## config.mk

```make
export PLATFORM = sky130hd
export DESIGN_NAME = dpmsc_ctrl
export DESIGN_NICKNAME = d
export VERILOG_FILES = /design/src/dpmsc_pkg.sv /design/src/dpmsc_ctrl.sv
export SDC_FILE = /design/constraint.sdc
export NUM_CORES = 1
export LEC_CHECK = 0
export ABC_CLOCK_PERIOD_IN_PS = 26400
export BUFFER_PORTS_ARGS = -buffer_cell sky130_fd_sc_hd__buf_2
export CAP_MARGIN = 20
export CORE_MARGIN = 2
export CORE_UTILIZATION = 59
export CTS_CLUSTER_SIZE = 20
export DETAILED_ROUTE_END_ITERATION = 16
export GPL_TIMING_DRIVEN = 0
export PLACE_DENSITY = 0.86
export SYNTH_ARGS = -nofsm -noshare
export SYNTH_HDL_FRONTEND = slang
export SYNTH_SLANG_ARGS = --single-unit
```

## constraint.sdc

```tcl
create_clock -name pclk -period 26.4 [get_ports pclk]
set_clock_uncertainty 0.05 [all_clocks]
set_input_delay 2.64 -clock pclk [delete_from_list [all_inputs] [get_ports pclk]]
set_output_delay 2.64 -clock pclk [all_outputs]
set_load 0.05 [all_outputs]
```

## src/dpmsc_pkg.sv

```systemverilog
// Purpose: constants for the loop mode and state controller
// Assumes: 32-bit APB, one word per register, 20 MHz pclk
// Notes:   all offsets are byte addresses
package dpmsc_pkg;

  // ==========================================================
  // bus geometry
  localparam int ADDR_W    = 8;
  localparam int DATA_W    = 32;
  localparam int MON_W     = 5;    // monitor kinds per reference
  localparam int PRIO_W    = 4;
  localparam int REF_IDX_W = 4;
  localparam int PRIO_PER_REG = 8;

  // ==========================================================
  // register offsets
  localparam logic [7:0] REG_CTRL   = 8'h00;
  localparam logic [7:0] REG_MASK   = 8'h04;
  localparam logic [7:0] REG_LOOP   = 8'h08;
  localparam logic [7:0] REG_LOCK   = 8'h0c;
  localparam logic [7:0] REG_PRIO0  = 8'h10;
  localparam logic [7:0] REG_PRIO1  = 8'h14;
  localparam logic [7:0] REG_OFFSET = 8'h18;
  localparam logic [7:0] REG_STATUS = 8'h1c;
  localparam logic [7:0] REG_HELD   = 8'h20;

  // ==========================================================
  // field positions
  localparam int CTRL_MODE_LSB   = 0;
  localparam int CTRL_MODE_W     = 3;
  localparam int CTRL_REF_LSB    = 4;
  localparam int MASK_SW_LSB     = 0;
  localparam int MASK_RET_LSB    = 8;
  localparam int LOOP_BW_LSB     = 0;
  localparam int LOOP_BW_W       = 3;
  localparam int LOOP_DAMP_LSB   = 4;
  localparam int LOOP_DAMP_W     = 4;
  localparam int LOCK_PHASE_LSB  = 0;
  localparam int LOCK_PHASE_W    = 16;
  localparam int LOCK_PERIOD_LSB = 16;
  localparam int LOCK_PERIOD_W   = 8;
  localparam int LOCK_FAST_BIT   = 24;
  localparam int STAT_STATE_LSB  = 0;
  localparam int STAT_REF_LSB    = 4;
  localparam int STAT_LOCK_BIT   = 8;
  localparam int STAT_RET_BIT    = 9;
  localparam int STAT_EXT_BIT    = 10;

  // ==========================================================
  // reset values and codes
  localparam logic [4:0]  MASK_RST        = 5'h1f;
  localparam logic [2:0]  BW_14HZ         = 3'h0;
  localparam logic [2:0]  BW_29HZ         = 3'h1;
  localparam logic [2:0]  BW_61HZ         = 3'h2;
  localparam logic [2:0]  BW_130HZ        = 3'h3;
  localparam logic [2:0]  BW_380HZ        = 3'h4;
  localparam logic [2:0]  BW_470HZ        = 3'h5;
  localparam logic [3:0]  DAMP_RST        = 4'h5;
  localparam logic [15:0] LOCK_PHASE_RST  = 16'h0100;
  localparam logic [7:0]  LOCK_PERIOD_RST = 8'h64;
  localparam logic [3:0]  PRIO_MAX        = 4'ha;
  localparam logic [3:0]  PRIO_OFF        = 4'hf;

  // ==========================================================
  // timing: lock period counts in milliseconds
  localparam int CLK_PERIOD_NS = 50;
  localparam int TICK_NS       = 1000000;
  localparam int TICK_CYCLES   = TICK_NS / CLK_PERIOD_NS;

  typedef enum logic [2:0] {
    MODE_FREERUN, MODE_HOLDOVER, MODE_AUTO, MODE_FORCED, MODE_NCO
  } dpmsc_mode_t;

  typedef enum logic [1:0] {
    ST_FREE, ST_ACQ, ST_LOCK, ST_HOLD
  } dpmsc_state_t;

endpackage : dpmsc_pkg

```

## src/dpmsc_ctrl.sv

```systemverilog
// Purpose: operating mode, state and reference choice of one loop
// Assumes: inputs synchronous to pclk; monitor flags high on failure
// Notes:   register reads answer with one wait state
//
// Notes on behaviour
// - five modes; only automatic and forced reference can lock
// - locking modes sit in acquiring, locked or holdover
// - forced mode holds over on chosen reference loss if retention mask set, others ignored
// - holdover output uses frequency captured while locked
// - forced holdover ignores references and both masks
// - freerun uses master clock only, no lock, switch or holdover
// - forced mode locks to host reference, never switches
// - forced mode with retention mask set holds over on failure
// - forced mode with retention mask clear keeps locking to it
// - automatic with switch mask picks by availability and priority
// - automatic, retention mask only: failure gives holdover
// - automatic, no masks: keep locking to failed reference
// - oscillator mode free runs; each offset write retunes output
// - lock, holdover and tracking flags together encode the loop state
// - bandwidth select offers 14, 29, 61, 130, 380, 470 Hz
// - damping gain programmable, default 5
// - lock within two seconds at 14 Hz or more, no slope limit
// - lock phase threshold and lock period programmable
// - reference switch passes through holdover
// - priority 0..10, lower wins, 15 excludes, ties to lower index
// - switch mask only automatic; retention mask automatic and forced
`timescale 1ns/100ps
module dpmsc_ctrl #(
  parameter int NREF        = 11,                       // reference count
  parameter int TICK_CYCLES = dpmsc_pkg::TICK_CYCLES    // cycles per ms
) (
  input  wire logic                               pclk,                  // bus clock
  input  wire logic                               presetn,               // async reset
  input  wire logic [dpmsc_pkg::ADDR_W-1:0]       paddr,                 // byte address
  input  wire logic                               psel,                  // select
  input  wire logic                               penable,               // access phase
  input  wire logic                               pwrite,                // write
  input  wire logic [dpmsc_pkg::DATA_W-1:0]       pwdata,                // write data
  output logic      [dpmsc_pkg::DATA_W-1:0]       prdata,                // read data
  output logic                                    pready,                // ready
  output logic                                    pslverr,               // error
  input  wire logic [NREF-1:0][dpmsc_pkg::MON_W-1:0] ref_monitor_fail,   // monitor fails
  input  wire logic [15:0]                        phase_error_mag,       // phase error
  input  wire logic [31:0]                        loop_freq_word,        // loop estimate
  output logic                                    lock_achieved_flag,    // high when locked
  output logic                                    retention_state_flag,  // holdover
  output logic      [dpmsc_pkg::REF_IDX_W-1:0]    selected_reference,    // chosen ref
  output logic                                    dco_from_reference,    // tracking ref
  output logic      [31:0]                        dco_freq_word,         // oscillator word
  output logic      [2:0]                         loop_bandwidth_select, // bandwidth code
  output logic      [3:0]                         damping_gain,          // damping
  output logic                                    fast_lock_enable,      // fast lock
  output logic                                    nco_update             // offset pulse
);
  import dpmsc_pkg::*;

  localparam int TW = $clog2(TICK_CYCLES);

  typedef struct packed {
    logic                         pready;
    logic                         pslverr;
    logic [DATA_W-1:0]            prdata;
    dpmsc_mode_t                  mode;
    logic [REF_IDX_W-1:0]         forced_ref;
    logic [MON_W-1:0]             sw_mask;
    logic [MON_W-1:0]             ret_mask;
    logic [2:0]                   bw;
    logic [3:0]                   damp;
    logic [15:0]                  lock_phase;
    logic [7:0]                   lock_period;
    logic                         fast_lock;
    logic [NREF-1:0][PRIO_W-1:0]  prio;
    logic [31:0]                  offset;
    logic                         nco_upd;
    dpmsc_state_t                 st;
    logic [REF_IDX_W-1:0]         cur_ref;
    logic [31:0]                  held;
    logic [31:0]                  dco;
    logic                         dco_ext;
    logic                         lock_flag;
    logic                         ret_flag;
    logic [TW-1:0]                tick_cnt;
    logic                         tick;
    logic [7:0]                   ms_cnt;
  } dpmsc_regs_t;

  dpmsc_regs_t r;
  dpmsc_regs_t next_r;

  // ==========================================================
  // decode helpers
  function automatic logic ref_failed(
    input logic [NREF-1:0][MON_W-1:0] fails,
    input logic [REF_IDX_W-1:0]       idx,
    input logic [MON_W-1:0]           mask
  );
    logic res;
    res = 1'b1;
    if (32'(idx) < NREF) begin
      res = |(fails[idx] & mask);
    end
    return res;
  endfunction : ref_failed

  function automatic logic prio_usable(input logic [PRIO_W-1:0] p);
    return p <= PRIO_MAX;
  endfunction : prio_usable

  // lowest value wins; strict compare keeps the lower index on ties
  function automatic logic [REF_IDX_W:0] pick_best(
    input logic [NREF-1:0]              av,
    input logic [NREF-1:0][PRIO_W-1:0]  pr
  );
    logic                 found;
    logic [REF_IDX_W-1:0] idx;
    logic [PRIO_W-1:0]    bp;
    found = 1'b0;
    idx   = '0;
    bp    = PRIO_OFF;
    for (int i = 0; i < NREF; i++) begin
      if (av[i] && (!found || pr[i] < bp)) begin
        found = 1'b1;
        idx   = REF_IDX_W'(i);
        bp    = pr[i];
      end
    end
    return {found, idx};
  endfunction : pick_best

  // ==========================================================
  // reference availability under the switch mask
  logic [NREF-1:0] avail;

  for (genvar g = 0; g < NREF; g++) begin : g_avail
    assign avail[g] = !(|(ref_monitor_fail[g] & r.sw_mask))
                      && prio_usable(r.prio[g]);
  end

  logic [REF_IDX_W:0] best;
  logic               best_found;
  logic [REF_IDX_W-1:0] best_idx;
  logic               cur_avail;
  logic               better;
  logic               cur_ret_fail;

  assign best       = pick_best(avail, r.prio);
  assign best_found = best[REF_IDX_W];
  assign best_idx   = best[REF_IDX_W-1:0];
  assign cur_avail  = (32'(r.cur_ref) < NREF) && avail[r.cur_ref];
  assign better     = best_found && (!cur_avail || r.prio[best_idx] < r.prio[r.cur_ref]);
  assign cur_ret_fail = ref_failed(ref_monitor_fail, r.cur_ref, r.ret_mask);

  // ==========================================================
  // next state
  always_comb begin
    logic issue;
    logic commit;
    logic tracking;
    issue    = psel && penable && !r.pready;
    commit   = psel && penable && r.pready && pwrite;
    tracking = 1'b0;
    next_r   = r;
    next_r.nco_upd = 1'b0;
    next_r.pready  = issue;
    next_r.pslverr = 1'b0;

    // bus answer is loaded one cycle ahead of the completing edge
    if (issue) begin
      next_r.prdata  = '0;
      case (paddr)
        REG_CTRL: begin
          next_r.prdata[CTRL_MODE_LSB +: CTRL_MODE_W] = r.mode;
          next_r.prdata[CTRL_REF_LSB +: REF_IDX_W]    = r.forced_ref;
        end
        REG_MASK: begin
          next_r.prdata[MASK_SW_LSB +: MON_W]  = r.sw_mask;
          next_r.prdata[MASK_RET_LSB +: MON_W] = r.ret_mask;
        end
        REG_LOOP: begin
          next_r.prdata[LOOP_BW_LSB +: LOOP_BW_W]     = r.bw;
          next_r.prdata[LOOP_DAMP_LSB +: LOOP_DAMP_W] = r.damp;
        end
        REG_LOCK: begin
          next_r.prdata[LOCK_PHASE_LSB +: LOCK_PHASE_W]   = r.lock_phase;
          next_r.prdata[LOCK_PERIOD_LSB +: LOCK_PERIOD_W] = r.lock_period;
          next_r.prdata[LOCK_FAST_BIT]                    = r.fast_lock;
        end
        REG_PRIO0, REG_PRIO1: begin
          for (int i = 0; i < NREF; i++) begin
            if ((i / PRIO_PER_REG) == int'(paddr == REG_PRIO1)) begin
              next_r.prdata[(i % PRIO_PER_REG) * PRIO_W +: PRIO_W] = r.prio[i];
            end
          end
        end
        REG_OFFSET: begin
          next_r.prdata = '0; // write-only
        end
        REG_STATUS: begin
          next_r.prdata[STAT_STATE_LSB +: 2]      = r.st;
          next_r.prdata[STAT_REF_LSB +: REF_IDX_W] = r.cur_ref;
          next_r.prdata[STAT_LOCK_BIT]            = r.lock_flag;
          next_r.prdata[STAT_RET_BIT]             = r.ret_flag;
          next_r.prdata[STAT_EXT_BIT]             = r.dco_ext;
        end
        REG_HELD: begin
          next_r.prdata = r.held;
        end
        default: begin
          next_r.pslverr = 1'b1;
        end
      endcase
    end

    // writes land on the edge where the master sees pready high
    if (commit) begin
      case (paddr)
        REG_CTRL: begin
          next_r.mode       = dpmsc_mode_t'(pwdata[CTRL_MODE_LSB +: CTRL_MODE_W]);
          next_r.forced_ref = pwdata[CTRL_REF_LSB +: REF_IDX_W];
        end
        REG_MASK: begin
          next_r.sw_mask  = pwdata[MASK_SW_LSB +: MON_W];
          next_r.ret_mask = pwdata[MASK_RET_LSB +: MON_W];
        end
        REG_LOOP: begin
          next_r.bw   = pwdata[LOOP_BW_LSB +: LOOP_BW_W];
          next_r.damp = pwdata[LOOP_DAMP_LSB +: LOOP_DAMP_W];
        end
        REG_LOCK: begin
          next_r.lock_phase  = pwdata[LOCK_PHASE_LSB +: LOCK_PHASE_W];
          next_r.lock_period = pwdata[LOCK_PERIOD_LSB +: LOCK_PERIOD_W];
          next_r.fast_lock   = pwdata[LOCK_FAST_BIT];
        end
        REG_PRIO0, REG_PRIO1: begin
          for (int i = 0; i < NREF; i++) begin
            if ((i / PRIO_PER_REG) == int'(paddr == REG_PRIO1)) begin
              next_r.prio[i] = pwdata[(i % PRIO_PER_REG) * PRIO_W +: PRIO_W];
            end
          end
        end
        REG_OFFSET: begin
          next_r.offset  = pwdata;
          next_r.nco_upd = 1'b1;
        end
        default: begin
          next_r.offset = r.offset;
        end
      endcase
    end

    // millisecond tick for the lock period
    next_r.tick = 1'b0;
    if (r.tick_cnt == TW'(TICK_CYCLES - 1)) begin
      next_r.tick_cnt = '0;
      next_r.tick     = 1'b1;
    end else begin
      next_r.tick_cnt = r.tick_cnt + 1'b1;
    end

    // mode and reference decision
    case (r.mode)
      MODE_HOLDOVER: begin
        next_r.st = ST_HOLD;
      end
      MODE_FORCED: begin
        if (r.forced_ref != r.cur_ref) begin
          next_r.cur_ref = r.forced_ref;
          next_r.st      = ST_HOLD;
        end else if (r.ret_mask != '0 && cur_ret_fail) begin
          next_r.st = ST_HOLD;
        end else if (r.st == ST_FREE || r.st == ST_HOLD) begin
          next_r.st = ST_ACQ;
        end
      end
      MODE_AUTO: begin
        if (r.sw_mask != '0) begin
          if (r.st == ST_ACQ || r.st == ST_LOCK) begin
            if (!cur_avail || better) begin
              next_r.st = ST_HOLD;
            end
          end else if (cur_avail && !better && r.st != ST_FREE) begin
            next_r.st = ST_ACQ;
          end else if (best_found) begin
            next_r.cur_ref = best_idx;
            next_r.st      = ST_ACQ;
          end else begin
            next_r.st = ST_HOLD;
          end
        end else if (r.ret_mask != '0 && cur_ret_fail) begin
          next_r.st = ST_HOLD;
        end else if (r.st == ST_FREE || r.st == ST_HOLD) begin
          next_r.st = ST_ACQ;
        end
      end
      default: begin
        next_r.st = ST_FREE;
      end
    endcase

    // lock qualification: phase under threshold for the lock period
    if (next_r.st == ST_ACQ && r.st == ST_ACQ) begin
      if (phase_error_mag <= r.lock_phase) begin
        if (r.ms_cnt >= r.lock_period) begin
          next_r.st     = ST_LOCK;
          next_r.ms_cnt = '0;
        end else if (r.tick) begin
          next_r.ms_cnt = r.ms_cnt + 1'b1;
        end
      end else begin
        next_r.ms_cnt = '0;
      end
    end else begin
      next_r.ms_cnt = '0;
    end
    // large phase error while locked returns the loop to acquiring
    if (next_r.st == ST_LOCK && r.st == ST_LOCK && phase_error_mag > r.lock_phase) begin
      next_r.st = ST_ACQ;
    end

    // holdover estimate only from locked operation
    if (r.st == ST_LOCK) begin
      next_r.held = loop_freq_word;
    end

    case (next_r.st)
      ST_ACQ, ST_LOCK: begin
        tracking = 1'b1;
        next_r.dco = loop_freq_word;
      end
      ST_HOLD: begin
        next_r.dco = (r.st == ST_LOCK) ? loop_freq_word : next_r.held;
      end
      default: begin
        next_r.dco = (r.mode == MODE_NCO) ? next_r.offset : '0;
      end
    endcase
    next_r.dco_ext   = tracking;
    next_r.lock_flag = (next_r.st == ST_LOCK);
    next_r.ret_flag  = (next_r.st == ST_HOLD);
  end

  // ==========================================================
  // state register
  always_ff @(posedge pclk or negedge presetn) begin
    if (!presetn) begin
      r             <= '0;
      r.mode        <= MODE_FREERUN;
      r.st          <= ST_FREE;
      r.sw_mask     <= MASK_RST;
      r.ret_mask    <= MASK_RST;
      r.bw          <= BW_14HZ;
      r.damp        <= DAMP_RST;
      r.lock_phase  <= LOCK_PHASE_RST;
      r.lock_period <= LOCK_PERIOD_RST;
      for (int i = 0; i < NREF; i++) begin
        r.prio[i] <= PRIO_W'(i);
      end
    end else begin
      r <= next_r;
    end
  end

  // ==========================================================
  // outputs, all from flip-flops
  assign prdata                = r.prdata;
  assign pready                = r.pready;
  assign pslverr               = r.pslverr;
  assign lock_achieved_flag    = r.lock_flag;
  assign retention_state_flag  = r.ret_flag;
  assign selected_reference    = r.cur_ref;
  assign dco_from_reference    = r.dco_ext;
  assign dco_freq_word         = r.dco;
  assign loop_bandwidth_select = r.bw;
  assign damping_gain          = r.damp;
  assign fast_lock_enable      = r.fast_lock;
  assign nco_update            = r.nco_upd;

endmodule : dpmsc_ctrl

```

==> results of run 1 <==
## repair_timing
action                                  in CTS  in global routing
gates resized for setup                      0                  3
hold buffers                                 0                  0
endpoints found under the setup margin       0                 21
## critical path: cells and delay by family
family                     cells  cell delay (ns)
and+or+nand+nor               31             4.71
adders and majority gates     12             3.07
AOI/OAI and AO/OA             42             9.52
buffers and inverters         19             3.47
muxes                          6             1.77
## flip-flops by register name, indices dropped and copies added (netlist names)
register and cells:
pready 1, dco_freq_word 32, lock_achieved_flag 1, r 175
loop_bandwidth_select 3, retention_state_flag 1, pslverr 1, prdata 32
nco_update 1, dco_from_reference 1, damping_gain 4, fast_lock_enable 1
selected_reference 4
## cell usage after synthesis (all sizes together), types with 23 or more instances
cell type and number:
a21oi 72, a221oi 23, a222oi 31, a22oi 60, a31oi 23, a41o 32, buf 91, clkbuf 90
dfrtp 224, dfstp 33, ha 50, inv 64, mux2 150, nand2 178, nand3 25, nor2 153
o21ai 63
## routing by layer
metal	part of all wire, %	wire length (um)	vias up	track usage [%]
li1	-	-	6648	-
met1	37	21100	7464	50.3
met2	46	26300	1198	62.5
met3	11	6360	242	6.74
met4	6.7	3850	0	24.4
met5	0	0	-	0
## logic make-up (layout without fill, tap and decap cells)
family | Yosys count | in the layout | share of synthesized area (%)
other | 0 | 1 | 0
AND/OR/NAND/NOR | 485 | 485 | 13.5
adder cells (fa/ha/maj) | 53 | 53 | 4.01
flip-flops | 257 | 257 | 39.6
multiplexers | 191 | 191 | 14.4
AO/OA/AOI/OAI | 422 | 422 | 19.3
XOR/XNOR | 28 | 28 | 1.50
buffers and inverters | 246 | 525 | 7.60
## through the flow
stage | std cells | area (um2) | util [%] | setup slack (ns) | power, W
2_1_floorplan | 1682 | 16300 | - | 5.51 | 0.000686
3_3_place_gp | 2283 | 18000 | 66.3 | 1.28 | 0.000799
3_5_place_dp | 2286 | 18000 | 66.5 | 0.892 | 0.000805
4_1_cts | 2330 | 18900 | 69.6 | 1.29 | 0.00117
5_1_grt | 2333 | 18900 | 69.7 | 0.149 | 0.00122
6_report | 2334 | 18900 | 69.7 | 1.50 | 0.00118
## path summary, 6_finish.rpt
check,slack [ns],endpoint,cells past startpoint
min,0.41,r[103],2
max,1.50,dco_freq_word[29],110
min reg2reg,0.41,r[103],2
min in group asynchronous,2.00,r[98],1
max in group asynchronous,23.40,r[155],2
max reg2reg,3.17,dco_freq_word[29],109
## layout make-up
type	count	area, um2	area share [%]
Multi-Input combinational cell	1179	8630	45.7
Clock buffer	31	688	3.64
Tap cell	372	465	2.46
Timing Repair Buffer	235	1240	6.56
Clock inverter	13	153	0.808
Sequential cell	257	6470	34.3
Antenna cell	1	2.50	0.0132
Inverter	65	244	1.29
Buffer	181	1000	5.29
## power breakdown
group	internal [W]	switching [W]	total, W
sequential	0.000402	0.00000734	0.000409
combinational	0.000137	0.000263	0.000400
clock	0.000214	0.000157	0.000371
total	0.000753	0.000427	0.00118
==> out/summary.txt, run 1 <==
CTS Root Cell -> clkbuf_16
global-route wire length before repair -> 86800 um
Yosys cell types -> 89
Yosys reg bits -> 257
post-synthesis sequential area ratio -> 39.6%
Slew @ Worst Pin -> 0.985 ns
vias per inst -> 6.66
vias in the first global route -> 15200
commonest non-fill, non-tap cell in the layout -> buf_2
GP Congestion -> 0.991
starting density of the core -> 60.3%
CTS buffer count -> 25
TNS Setup -> 0 ns
EDFF count, synth -> 0
commonest cells after routing, fill and taps aside -> 234 x buf_2, 224 x dfrtp_1, 177 x nand2_1, 153 x nor2_1, 146 x mux2_2
crit end category -> flip-flop
CTS tree -> built
worst min path class -> reg -> reg
DRC Markers -> 0
Detailed Route WL -> 57700 um
crit path DAT -> 25.26 ns
num rows -> 60
clk buf depth -> 3
P_leak -> 9.09 nW
Synth top area share -> 34.3%
DP HPWL -> 43400 um
synthesis warning total -> 0
final antenna-violating net count -> 0
input/output buffers -> 229
Die X -> 170 um
area leader, netlist -> dfrtp_1
Power Density -> 62.5 mW/mm2
Final Cycle Share -> 94.3%
Critical R2R Launch -> r[133]
Initial DRC Count -> 2026
crit path kind -> in -> reg
Worst-Skew Late Latency -> 0.54 ns
drt pass-1 iters -> 9
depth of the CTS H-tree -> 1
Fmax -> 40.2 MHz
Worst-path clk slew -> 0.06 ns
CP max-delay cell -> a21oi_1
# setup viols final -> 0
Netlist Area Pre-Place -> 0.0163 mm2
Tmin final -> 24.90 ns
Area growth, synth to finish -> 15.6%
crit path from -> ref_monitor_fail[0]
crit start category -> primary input
final-layout fill cell count -> 2017
layout cell share with drive strength beyond 1 -> 30.1%
Net count, final -> 2142
Die H -> 170 um
status -> finished clean
core area -> 0.0271 mm2
Synth area leaders -> dfrtp_1 34%, mux2_2 10%, dfstp_2 5.3%
RSZ-0062 raised after global routing -> false
average cell area after synthesis -> 9.72 um2
total number of vias -> 15600
# IOs -> 230
total track usage -> 39.3%
Mapped Cells -> 1682
final hold vios -> 0
CP peak stage delay -> 0.61 ns
Hold Crit Start -> r[103]
largest net degree at the start of global routing -> 100
Slew HR -> 34.3%
die footprint -> 0.0290 mm2
WHS -> 0.414 ns
gr ovfl total -> 0
syn_nets -> 1880
Max VDD drop -> 0.0459 mV
clk sinks -> 257
ys async rst share -> 100%
wire per inst -> 24.7 um
Worst Path Max Fanout -> 10
Final Max Slew Viols -> 0
postcts setup bufs -> 0
Worst EP required -> 26.75 ns
initial antenna violation count -> 0
ys flop type -> dfrtp_1
max cap viols -> 0
Power figures use the tool's default switching activity.
==> inputs of run 2 (changes only) <==
--- a/config.mk
+++ b/config.mk
@@ -9,11 +9,12 @@
 export BUFFER_PORTS_ARGS = -buffer_cell sky130_fd_sc_hd__buf_2
 export CAP_MARGIN = 20
 export CORE_MARGIN = 2
-export CORE_UTILIZATION = 59
+export CORE_UTILIZATION = 45
 export CTS_CLUSTER_SIZE = 20
 export DETAILED_ROUTE_END_ITERATION = 16
 export GPL_TIMING_DRIVEN = 0
-export PLACE_DENSITY = 0.86
+export MAX_ROUTING_LAYER = met4
+export PLACE_DENSITY = 0.69
 export SYNTH_ARGS = -nofsm -noshare
 export SYNTH_HDL_FRONTEND = slang
 export SYNTH_SLANG_ARGS = --single-unit
==> run 2 against run 1 <==
  * Total power decreased by 1.2%
  * Cell count rose by 3.8%
  * Maximum frequency increased by 0.61%
  * Worst hold slack improved by 0.0017 ns
  * Core utilization down 17 points
  * First-iteration DRC count is 18% lower
  * Sequential power barely moved
  * Critical path depth is 1 higher
  * Non-clock buffer count is the same
  * Clock power fell by 3%
  * Die area grew 30%
  * Flip-flop and latch count stayed put
==> out/summary.txt, run 2 (synthesized netlist as in run 1, its figures left out) <==
Worst-Skew Late Latency -> 0.53 ns
crit path DAT -> 25.09 ns
CP peak stage delay -> 0.51 ns
DRC Markers -> 0
Detailed Route WL -> 58600 um
core area -> 0.0357 mm2
status -> finished clean
Tmin final -> 24.75 ns
Die H -> 195 um
Slew @ Worst Pin -> 0.993 ns
Worst Path Max Fanout -> 10
CTS tree -> built
input/output buffers -> 229
Max VDD drop -> 0.0502 mV
WHS -> 0.416 ns
RSZ-0062 raised after global routing -> false
flop-to-flop setup slack -> 3.30 ns
clock power share -> 30.9%
wire length on met3 -> 4720 um
hold depth -> 2
vias per inst -> 6.19
Worst-path clk slew -> 0.06 ns
R2R Path End -> dco_freq_word[2]
depth of the CTS H-tree -> 1
R2R cell count -> 110
Net count, final -> 2142
uppermost routed layer -> met4
starting density of the core -> 45.8%
largest net degree at the start of global routing -> 123
utilization after layout -> 53.2%
TNS Setup -> 0 ns
Fmax -> 40.4 MHz
Power Density -> 61.5 mW/mm2
Slew HR -> 33.8%
global-route wire length before repair -> 88400 um
CTS Root Cell -> clkbuf_16
met2 wire len -> 27500 um
Placed Area -> 0.0181 mm2
total track usage -> 31.3%
commonest cells after routing, fill and taps aside -> 234 x buf_2, 224 x dfrtp_1, 177 x nand2_1, 153 x nor2_1, 146 x mux2_2
wire per inst -> 24.2 um
clk buf depth -> 3
crit path kind -> in -> reg
commonest non-fill, non-tap cell in the layout -> buf_2
Worst EP required -> 26.74 ns
DP HPWL -> 45300 um
Worst Hold End -> r[126]
final hold vios -> 0
Area growth, synth to finish -> 16.1%
# IOs -> 230
layout cell share with drive strength beyond 1 -> 30.0%
Final Max Slew Viols -> 0
CP max-delay cell -> buf_1
sw frac -> 36.3%
post-route cell area -> 0.0190 mm2
# diodes -> 0
crit start category -> primary input
GP Congestion -> 0.970
CTS buffer count -> 25
postcts setup bufs -> 0
die footprint -> 0.0379 mm2
M1 WL -> 24200 um
Final Cycle Share -> 93.8%
num rows -> 69
initial antenna violation count -> 0
Largest register FFs -> 175
Die X -> 195 um
Logic pwr share -> 34.0%
final antenna-violating net count -> 0
worst min path class -> reg -> reg
gr ovfl total -> 0
Initial DRC Count -> 1654
vias in the first global route -> 14800
P_leak -> 9.07 nW
# setup viols final -> 0
Critical R2R Launch -> r[133]
largest register by flop count -> r
Psw -> 0.000423 W
Hold Crit Start -> r[126]
total number of vias -> 15000
clk sinks -> 257
max cap viols -> 0
drt pass-1 iters -> 6
crit end category -> flip-flop
register share of total power -> 35.1%
total internal power -> 0.000742 W
==> run 2: changes by cell type in the layout (fill, tap and decap cells not counted), sizes merged <==
cell and delta:
clkbuf +2, diode -1, bufinv -1
==> run 2: final cells by class <==
| type | count | area (um2) |
|---|---|---|
| inverter | 65 | 244 |
| timing repair buffer | 235 | 1240 |
| clock buffer | 33 | 686 |
| clock inverter | 12 | 126 |
| fill | 3265 | 16700 |
| multi-input combinational | 1179 | 8630 |
| buffer | 181 | 1000 |
| tap | 461 | 577 |
| sequential | 257 | 6470 |
==> run 2: routing by layer <==
metal / up-vias / track usage [%]
met3: 121 / 3.23
met4: 0 / 11.4
met5: - / -
met1: 7383 / 40.9
li1: 6658 / -
met2: 832 / 50.7
==> run 2: critical path, delay by kind of cell <==
kind	cells	cell delay [ns]
AO/OA/AOI/OAI	41	8.94
AND/OR/NAND/NOR	34	5.29
multiplexers	6	1.75
buffers and inverters	18	3.37
adder cells (fa/ha/maj)	12	3.10
==> run 2: power groups by stage <==
stage          clock (W)  sequential (W)  combinational, W
2_1_floorplan          0        0.000413          0.000273
3_3_place_gp           0        0.000416          0.000382
3_5_place_dp           0        0.000416          0.000386
4_1_cts         0.000363        0.000409          0.000387
5_1_grt         0.000380        0.000410          0.000420
6_report        0.000360        0.000410          0.000396
==> run 2: repair_timing <==
action	4_1_cts	5_1_grt
hold buffers	0	0
setup endpoints to repair	0	27
gates resized for setup	0	3
==> run 2: worst max path at each step <==
stage / from / to / slack [ns] / cells past startpoint
after CTS: ref_monitor_fail[0] / dco_freq_word[13] / 1.42 / 110
after global placement: ref_monitor_fail[0] / dco_freq_word[2] / 1.35 / 110
after detailed placement: ref_monitor_fail[0] / dco_freq_word[15] / 1.05 / 110
after global routing: ref_monitor_fail[0] / dco_freq_word[29] / 0.1 / 112
final: ref_monitor_fail[0] / dco_freq_word[2] / 1.65 / 111
after floorplan: ref_monitor_fail[3] / dco_freq_word[19] / 5.51 / 109
==> run 2: stage by stage <==
step / setup slack, ns / instances / total power, W
finish: 1.65 / 2423 / 0.00117
global route: 0.0970 / 2423 / 0.00121
CTS: 1.42 / 2421 / 0.00116
detailed placement: 1.05 / 2376 / 0.000802
global placement: 1.35 / 2372 / 0.000799
floorplan: 5.51 / 1682 / 0.000686
